### src/dac_feed_regs.svh
/*
 Register offsets, field positions, reset values and timing counts of the
 stereo sample feed. Assumes a 32-bit AXI4-Lite word per register.
*/
`ifndef DAC_FEED_REGS_SVH
`define DAC_FEED_REGS_SVH

`define DAC_OFFSET_CONTROL 8'h00
`define DAC_OFFSET_SAMPLE 8'h04
`define DAC_OFFSET_STATUS 8'h08
`define DAC_OFFSET_IRQ_ENABLE 8'h0C

`define DAC_BIT_ENABLE 0
`define DAC_BIT_TX_READY 0
`define DAC_BIT_UNDERRUN 1

`define DAC_RESET_CONTROL 32'h0000_0000
`define DAC_RESET_SAMPLE 32'h0000_0000
`define DAC_RESET_IRQ_ENABLE 2'h0

`define DAC_SAMPLE_DIVIDE 256

`endif

### src/dac_feed_pkg.sv
/*
 Types shared by the stereo sample feed.
 Assumes nothing beyond a SystemVerilog compiler.
*/
package dac_feed_pkg;

	typedef enum logic [1:0] {
		RESP_OKAY = 2'b00,
		RESP_SLVERR = 2'b10
	} resp_type;

	typedef logic [15:0] channel_type;

endpackage

### src/sample_pacer.sv
/*
 Sample pacer: counts rising edges of the sample-rate clock and pulses
 take once per output sample period.
 Assumes sample_rate_clock is synchronous to aclk and much slower than it.
*/
`timescale 1ns/1ps
`default_nettype none
`include "dac_feed_regs.svh"

module sample_pacer #(
	parameter int DIVIDE = `DAC_SAMPLE_DIVIDE
) (
	// System
	input wire logic aclk,
	input wire logic aresetn,
	input wire logic ce,
	// Control
	input wire logic run,
	input wire logic sample_rate_clock,
	// Event
	output logic take
);

	localparam int CW = $clog2(DIVIDE);
	localparam logic [CW-1:0] LAST = CW'(DIVIDE - 1);

	logic prev_level;
	logic [CW-1:0] count;
	wire rise = run && sample_rate_clock && !prev_level;
	wire wrap = rise && (count == LAST);

	always_ff @(posedge aclk) begin
		if (!aresetn) begin
			prev_level <= 1'b0;
			count <= '0;
			take <= 1'b0;
		end else if (ce) begin
			prev_level <= sample_rate_clock;
			// Stopped pacer restarts a full period on enable
			if (!run) begin
				count <= '0;
			end else if (rise) begin
				count <= wrap ? '0 : count + 1'b1;
			end
			take <= wrap;
		end
	end
endmodule

`default_nettype wire

### src/stereo_bitstream_dac_feed.sv
/*
 Stereo bitstream converter sample feed: AXI4-Lite register slave, sample
 holding register, transmit-ready and underrun events, irq and DMA request.
 Assumes sample_rate_clock runs at 256 times the sample rate and is
 synchronous to aclk; the analog stage sits outside.
*/
// The AXI4-Lite interface to the registers and the placing of the registers were chosen for this implementation.
`timescale 1ns/1ps
`default_nettype none
`include "dac_feed_regs.svh"

module stereo_bitstream_dac_feed #(
	parameter int SAMPLE_DIVIDE = `DAC_SAMPLE_DIVIDE,
	parameter int ADDR_WIDTH = 8
) (
	// System
	input wire logic aclk,
	input wire logic aresetn,
	input wire logic ce,
	// Sample pacing
	input wire logic sample_rate_clock,
	// AXI4-Lite write address
	input wire logic awvalid,
	output logic awready,
	input wire logic [ADDR_WIDTH-1:0] awaddr,
	// AXI4-Lite write data
	input wire logic wvalid,
	output logic wready,
	input wire logic [31:0] wdata,
	input wire logic [3:0] wstrb,
	// AXI4-Lite write response
	output logic bvalid,
	input wire logic bready,
	output logic [1:0] bresp,
	// AXI4-Lite read address
	input wire logic arvalid,
	output logic arready,
	input wire logic [ADDR_WIDTH-1:0] araddr,
	// AXI4-Lite read data
	output logic rvalid,
	input wire logic rready,
	output logic [31:0] rdata,
	output logic [1:0] rresp,
	// Converter samples
	output dac_feed_pkg::channel_type left_sample,
	output dac_feed_pkg::channel_type right_sample,
	// Requests
	output logic irq,
	output logic dma_req
);

	function automatic logic reg_hit(input logic [ADDR_WIDTH-1:0] addr, input logic [7:0] offset);
		reg_hit = (addr[ADDR_WIDTH-1:2] == (ADDR_WIDTH-2)'(offset[7:2]));
	endfunction

	// Register state
	logic enable;
	logic [31:0] stereo_sample_word;
	logic pending;
	logic tx_ready;
	logic underrun;
	logic [1:0] irq_enable;
	wire [1:0] irq_status_word = {underrun, tx_ready};

	// Write channel holding
	logic aw_full;
	logic w_full;
	logic [ADDR_WIDTH-1:0] aw_addr_q;
	logic [31:0] wdata_q;
	logic [3:0] wstrb_q;

	wire aw_take = awvalid && awready;
	wire w_take = wvalid && wready;
	wire do_write = aw_full && w_full && !bvalid;
	wire wr_ctrl = do_write && reg_hit(aw_addr_q, `DAC_OFFSET_CONTROL);
	wire wr_sample = do_write && reg_hit(aw_addr_q, `DAC_OFFSET_SAMPLE);
	wire wr_status = do_write && reg_hit(aw_addr_q, `DAC_OFFSET_STATUS);
	wire wr_ier = do_write && reg_hit(aw_addr_q, `DAC_OFFSET_IRQ_ENABLE);
	wire wr_bad = do_write && !(wr_ctrl || wr_sample || wr_status || wr_ier);

	wire next_aw_full = do_write ? 1'b0 : (aw_take ? 1'b1 : aw_full);
	wire next_w_full = do_write ? 1'b0 : (w_take ? 1'b1 : w_full);

	// Byte-lane merge of the sample word
	wire [31:0] merged_sample;
	genvar lane;
	generate
		for (lane = 0; lane < 4; lane++) begin : g_lane
			assign merged_sample[lane*8 +: 8] = wstrb_q[lane] ? wdata_q[lane*8 +: 8]
				: stereo_sample_word[lane*8 +: 8];
		end
	endgenerate

	// Pacing
	logic take;

	sample_pacer #(
		.DIVIDE(SAMPLE_DIVIDE)
	) u_pacer (
		.aclk(aclk),
		.aresetn(aresetn),
		.ce(ce),
		.run(enable),
		.sample_rate_clock(sample_rate_clock),
		.take(take)
	);

	// Sample flow; write and take in one cycle: old sample consumed, new one held
	wire consume = take && pending;
	wire set_underrun = take && !pending;
	wire clear_underrun = wr_status && wstrb_q[0] && wdata_q[`DAC_BIT_UNDERRUN];
	wire next_pending = wr_sample ? 1'b1 : (take ? 1'b0 : pending);
	wire next_tx_ready = wr_sample ? 1'b0 : (consume ? 1'b1 : tx_ready);
	wire next_underrun = set_underrun || (underrun && !clear_underrun);
	wire next_enable = (wr_ctrl && wstrb_q[0]) ? wdata_q[`DAC_BIT_ENABLE] : enable;
	wire [1:0] next_irq_enable = (wr_ier && wstrb_q[0]) ? wdata_q[1:0] : irq_enable;

	// Read path
	wire ar_take = arvalid && arready;
	wire next_rvalid = ar_take ? 1'b1 : ((rvalid && rready) ? 1'b0 : rvalid);
	wire rd_ctrl = reg_hit(araddr, `DAC_OFFSET_CONTROL);
	wire rd_sample = reg_hit(araddr, `DAC_OFFSET_SAMPLE);
	wire rd_status = reg_hit(araddr, `DAC_OFFSET_STATUS);
	wire rd_ier = reg_hit(araddr, `DAC_OFFSET_IRQ_ENABLE);
	wire rd_ok = rd_ctrl || rd_sample || rd_status || rd_ier;
	wire [31:0] rd_value = rd_ctrl ? {31'h0000_0000, enable}
		: rd_sample ? stereo_sample_word
		: rd_status ? {30'h0000_0000, irq_status_word}
		: rd_ier ? {30'h0000_0000, irq_enable}
		: 32'h0000_0000;

	// Write channel handshake
	always_ff @(posedge aclk) begin
		if (!aresetn) begin
			aw_full <= 1'b0;
			w_full <= 1'b0;
			awready <= 1'b0;
			wready <= 1'b0;
			aw_addr_q <= '0;
			wdata_q <= 32'h0000_0000;
			wstrb_q <= 4'h0;
		end else if (ce) begin
			aw_full <= next_aw_full;
			w_full <= next_w_full;
			awready <= !next_aw_full;
			wready <= !next_w_full;
			if (aw_take) begin
				aw_addr_q <= awaddr;
			end
			if (w_take) begin
				wdata_q <= wdata;
				wstrb_q <= wstrb;
			end
		end
	end

	// Write response
	always_ff @(posedge aclk) begin
		if (!aresetn) begin
			bvalid <= 1'b0;
			bresp <= dac_feed_pkg::RESP_OKAY;
		end else if (ce) begin
			if (do_write) begin
				bvalid <= 1'b1;
				bresp <= wr_bad ? dac_feed_pkg::RESP_SLVERR : dac_feed_pkg::RESP_OKAY;
			end else if (bready) begin
				bvalid <= 1'b0;
			end
		end
	end

	// Read response; reads have no side effects
	always_ff @(posedge aclk) begin
		if (!aresetn) begin
			arready <= 1'b0;
			rvalid <= 1'b0;
			rdata <= 32'h0000_0000;
			rresp <= dac_feed_pkg::RESP_OKAY;
		end else if (ce) begin
			arready <= !next_rvalid;
			rvalid <= next_rvalid;
			if (ar_take) begin
				rdata <= rd_value;
				rresp <= rd_ok ? dac_feed_pkg::RESP_OKAY : dac_feed_pkg::RESP_SLVERR;
			end
		end
	end

	// Control and sample registers
	always_ff @(posedge aclk) begin
		if (!aresetn) begin
			enable <= 1'(`DAC_RESET_CONTROL >> `DAC_BIT_ENABLE);
			irq_enable <= `DAC_RESET_IRQ_ENABLE;
			stereo_sample_word <= `DAC_RESET_SAMPLE;
		end else if (ce) begin
			enable <= next_enable;
			irq_enable <= next_irq_enable;
			if (wr_sample) begin
				stereo_sample_word <= merged_sample;
			end
		end
	end

	// Sample consumption and events; underrun set beats its clear
	always_ff @(posedge aclk) begin
		if (!aresetn) begin
			pending <= 1'b0;
			tx_ready <= 1'b1;
			underrun <= 1'b0;
			left_sample <= 16'h0000;
			right_sample <= 16'h0000;
		end else if (ce) begin
			pending <= next_pending;
			tx_ready <= next_tx_ready;
			underrun <= next_underrun;
			// On underrun the converter repeats the last sample
			if (consume) begin
				left_sample <= stereo_sample_word[15:0];
				right_sample <= stereo_sample_word[31:16];
			end
		end
	end

	// Request outputs
	always_ff @(posedge aclk) begin
		if (!aresetn) begin
			irq <= 1'b0;
			dma_req <= 1'b0;
		end else if (ce) begin
			irq <= |(irq_status_word & irq_enable);
			dma_req <= next_enable && next_tx_ready;
		end
	end
endmodule

`default_nettype wire

### config.mk
export PLATFORM = sky130hd
export DESIGN_NAME = stereo_bitstream_dac_feed
export DESIGN_NICKNAME = d
export VERILOG_FILES = /design/src/dac_feed_pkg.sv /design/src/sample_pacer.sv /design/src/stereo_bitstream_dac_feed.sv
export VERILOG_INCLUDE_DIRS = /design/src
export SDC_FILE = /design/constraint.sdc
export NUM_CORES = 1
export LEC_CHECK = 0
export BUFFER_PORTS_ARGS = -buffer_cell sky130_fd_sc_hd__buf_2
export CAP_MARGIN = 15
export CELL_PAD_IN_SITES_DETAIL_PLACEMENT = 0
export CELL_PAD_IN_SITES_GLOBAL_PLACEMENT = 1
export CORE_MARGIN = 4
export CORE_UTILIZATION = 39
export CTS_CLUSTER_SIZE = 10
export DETAILED_ROUTE_END_ITERATION = 8
export PLACE_DENSITY_LB_ADDON = 0.1
export SYNTH_ARGS = -nofsm -noshare
export SYNTH_HDL_FRONTEND = slang
export SYNTH_SLANG_ARGS = --single-unit
### constraint.sdc
create_clock -name aclk -period 2.15 [get_ports aclk]
set_clock_uncertainty 0.05 [all_clocks]
set_input_delay 0.1075 -clock aclk [delete_from_list [all_inputs] [get_ports aclk]]
set_output_delay 0.1075 -clock aclk [all_outputs]
set_load 0.01 [all_outputs]
==> reports/results.ini <==
[synth]
synth_edf_count=0
synth_seq_cells=165
synth_most_common_cell=dfxtp_1
synth_area_leaders=dfxtp_1 54%, nand2_1 9.5%, a21oi_1 9.5%, a22oi_1 3.8%, nor2_1 3.4%
syn_area_per_cell_um2=8.355
synthTopCellsByCount=165 x dfxtp_1, 155 x nand2_1, 116 x a21oi_1
dominantRegCellSynth=dfxtp_1
synth_top_area_frac=0.5401
synth_top_area_cell=dfxtp_1
synthCells=732
synth_cell_type_count=49
synthesis.area_mm2=0.006116
yosys_warnings=0
ys_async_sr_fraction=0
seq_area_frac_synth=0.5401

[worst_setup_path]
worst-path-stages=4
worst_setup_path_start_kind=flip-flop
slowest_delay_ns=0.64
worstPathRequired_ns=2.40
worstPathArrival_ns=2.34
r2r_end=stereo_sample_word[24]
cp_max_fo=33
end_kind=flip-flop
reg2reg_slack_ns=0.06
path_cells=or4_4 > or4_4 > o21ai_0 > a21oi_1
cpMostUsedCell=or4_4
critPathSlowestCell=or4_4
rr_startpoint=aw_addr_q[4]
cpLargestDelayFamily=simple AND/OR/NAND/NOR gates
critPathBufInv=0
r2r_cells=4
crit_type=flip-flop to flip-flop

[finish]
area_growth_pct=31.91
layout-drive-gt1-share=0.2029
final_cell_count_no_fill=1113
finalNetCount=951
antenna_cells=0
finish.utilization=0.5287

[detailed_routing]
vias_per_cell=5.141
vias=5722
dr.pass1.iters=5
ant_nets=0
routed_wl_mm=17.25
drtIter0Drc=399
drcViolationCount=0
wl_per_cell_um=15.50

[clock_tree]
clock_path_buffers=2
clkLatencyLatePin_ns=0.42
cts_made_buffers=17
cts_root_buf=clkbuf_16
cts.clk_slew.worst_paths_ns=0.06
cts_num_sinks=165
htree_levels=4
cts_tree=yes

[pwr]
switchingPower_mw=1.436
clockPowerShare=0.468
leakagePower_nw=3.121
p_sw_frac=0.2217
power.density_mw_per_mm2=803.0
peakVddDrop_mv=0.5515
p_seq_frac=0.481
comb_power_share=0.050
p_int_mw=5.042

[placed_design]
place_hpwl_mm=10.88
port_buffers=129
dp.cells=1034
gp_congestion=0.7566

[die]
fp-row-count=45
ioPinCount=136
die_area_mm2=0.01775
dieWidth_um=133.2
initial_utilization=0.4008
die_y_um=133.2
core_area_mm2=0.01526

[grt]
grt_pass1_wl_mm=28.26
grt_pass1_vias=5628
antenna_found_initial=0
gr-total-overflow=0
grt_max_degree=76
grt_use_total=0.1966

[status]
status=complete, no violations

[min_path]
hp-start=wvalid
min_to=wready
min_path_type=input pin to flip-flop
hold_depth=4

[timing]
hold_violations=0
fmax_mhz=478.8
worstMarginPinSlew_ns=0.5343
post-route-period-util=0.9714
relSlewSlack=0.6400
setup-violations-final=0
post-route-min-period_ns=2.089
rsz0062_at_grt=yes
slew_violations=0

[run]
maxCapViolCount=0

[tightest hold or removal path: stages]
cell and delay, ns:
buf_2 0.11, a21oi_1 0.07, nor2_1 0.09, a21oi_1 0.07
[stage by stage]
step | power, mW | area, µm² | worst slack, ns | hold WS [ns] | TNS, ns
after floorplan | 3.319 | 6120 | 0.2714 | 0.1935 | 0
after global placement | 3.439 | 7000 | 0.1328 | 0.2858 | 0
after detailed placement | 3.446 | 7000 | 0.08691 | 0.2966 | 0
after CTS | 6.544 | 8068 | 0.06544 | 0.0001252 | 0
after global routing | 6.704 | 8068 | -0.01582 | 0.01119 | -0.04591
final | 6.478 | 8068 | 0.06146 | 0.02000 | 0
[cell type report]
| class | instances | area, µm² |
|---|---|---|
| multi-input combinational | 503 | 2585 |
| tap | 211 | 264.0 |
| fill | 1459 | 7191 |
| clock inverter | 11 | 126.4 |
| timing repair buffer | 190 | 1271 |
| inverter | 12 | 47.55 |
| clock buffer | 21 | 470.5 |
| sequential | 165 | 3303 |
[worst max-delay path by stage]
stage	from	end	slack, ns
after global placement	aw_addr_q[4]	stereo_sample_word[16]	0.13
after floorplan	aw_addr_q[4]	stereo_sample_word[10]	0.27
after CTS	aw_addr_q[4]	stereo_sample_word[4]	0.07
after detailed placement	aw_addr_q[4]	stereo_sample_word[24]	0.09
final	aw_addr_q[4]	stereo_sample_word[24]	0.06
after global routing	aw_addr_q[4]	stereo_sample_word[24]	-0.02
[power by group through the flow]
| stage | clock (mW) | combinational [mW] | sequential [mW] |
|---|---|---|---|
| 2_1_floorplan | 0 | 0.140 | 3.18 |
| 3_3_place_gp | 0 | 0.256 | 3.18 |
| 3_5_place_dp | 0 | 0.261 | 3.18 |
| 4_1_cts | 3.10 | 0.327 | 3.12 |
| 5_1_grt | 3.22 | 0.362 | 3.12 |
| 6_report | 3.03 | 0.327 | 3.12 |
[layout by cell type (no fill, tap or decap), types with 17 or more instances in the layout]
cell type,Yosys,final
dfxtp_1,165,165
nand2_1,155,155
buf_2,6,129
a21oi_1,116,116
nor2_1,55,55
dlygate4sd3_1,0,47
nand3_1,41,39
o21ai_0,35,33
a22oi_1,31,31
clkbuf_16,0,17
[metal layers]
layer  wire (µm)  share of wire  vias to the layer above  global-route usage
met5           0              0                        -                   0
met4         255          0.015                        0             0.07029
met3         933          0.054                       17             0.05249
met2        7959           0.46                      164              0.3149
met1        8105           0.47                     2701              0.2569
li1            -              -                     2840                   -
[cells by family after synthesis]
group	synth area share
AND/OR/NAND/NOR	0.1982
adder cells (fa/ha/maj)	0.002045
multiplexers	0.02169
XOR/XNOR	0.005729
flip-flops	0.5401
buffers and inverters	0.04235
AO/OA/AOI/OAI	0.1892
other	0.0006132
[what timing repair did]
action                     4_1_cts  5_1_grt
setup endpoints to repair        0        8
hold endpoints to repair        47        0
hold buffers                    47        0
gates resized for setup          0        2
setup buffers                    0        0
[sequential cells by signal (all words and copies together), names as in the netlist, 2 cells and up]
signal              flops
stereo_sample_word     32
rdata                  32
wdata_q                32
right_sample           16
aw_addr_q               6
u_pacer.count           8
wstrb_q                 4
left_sample            16
irq_enable              2
(Power assumes the default switching activity.)
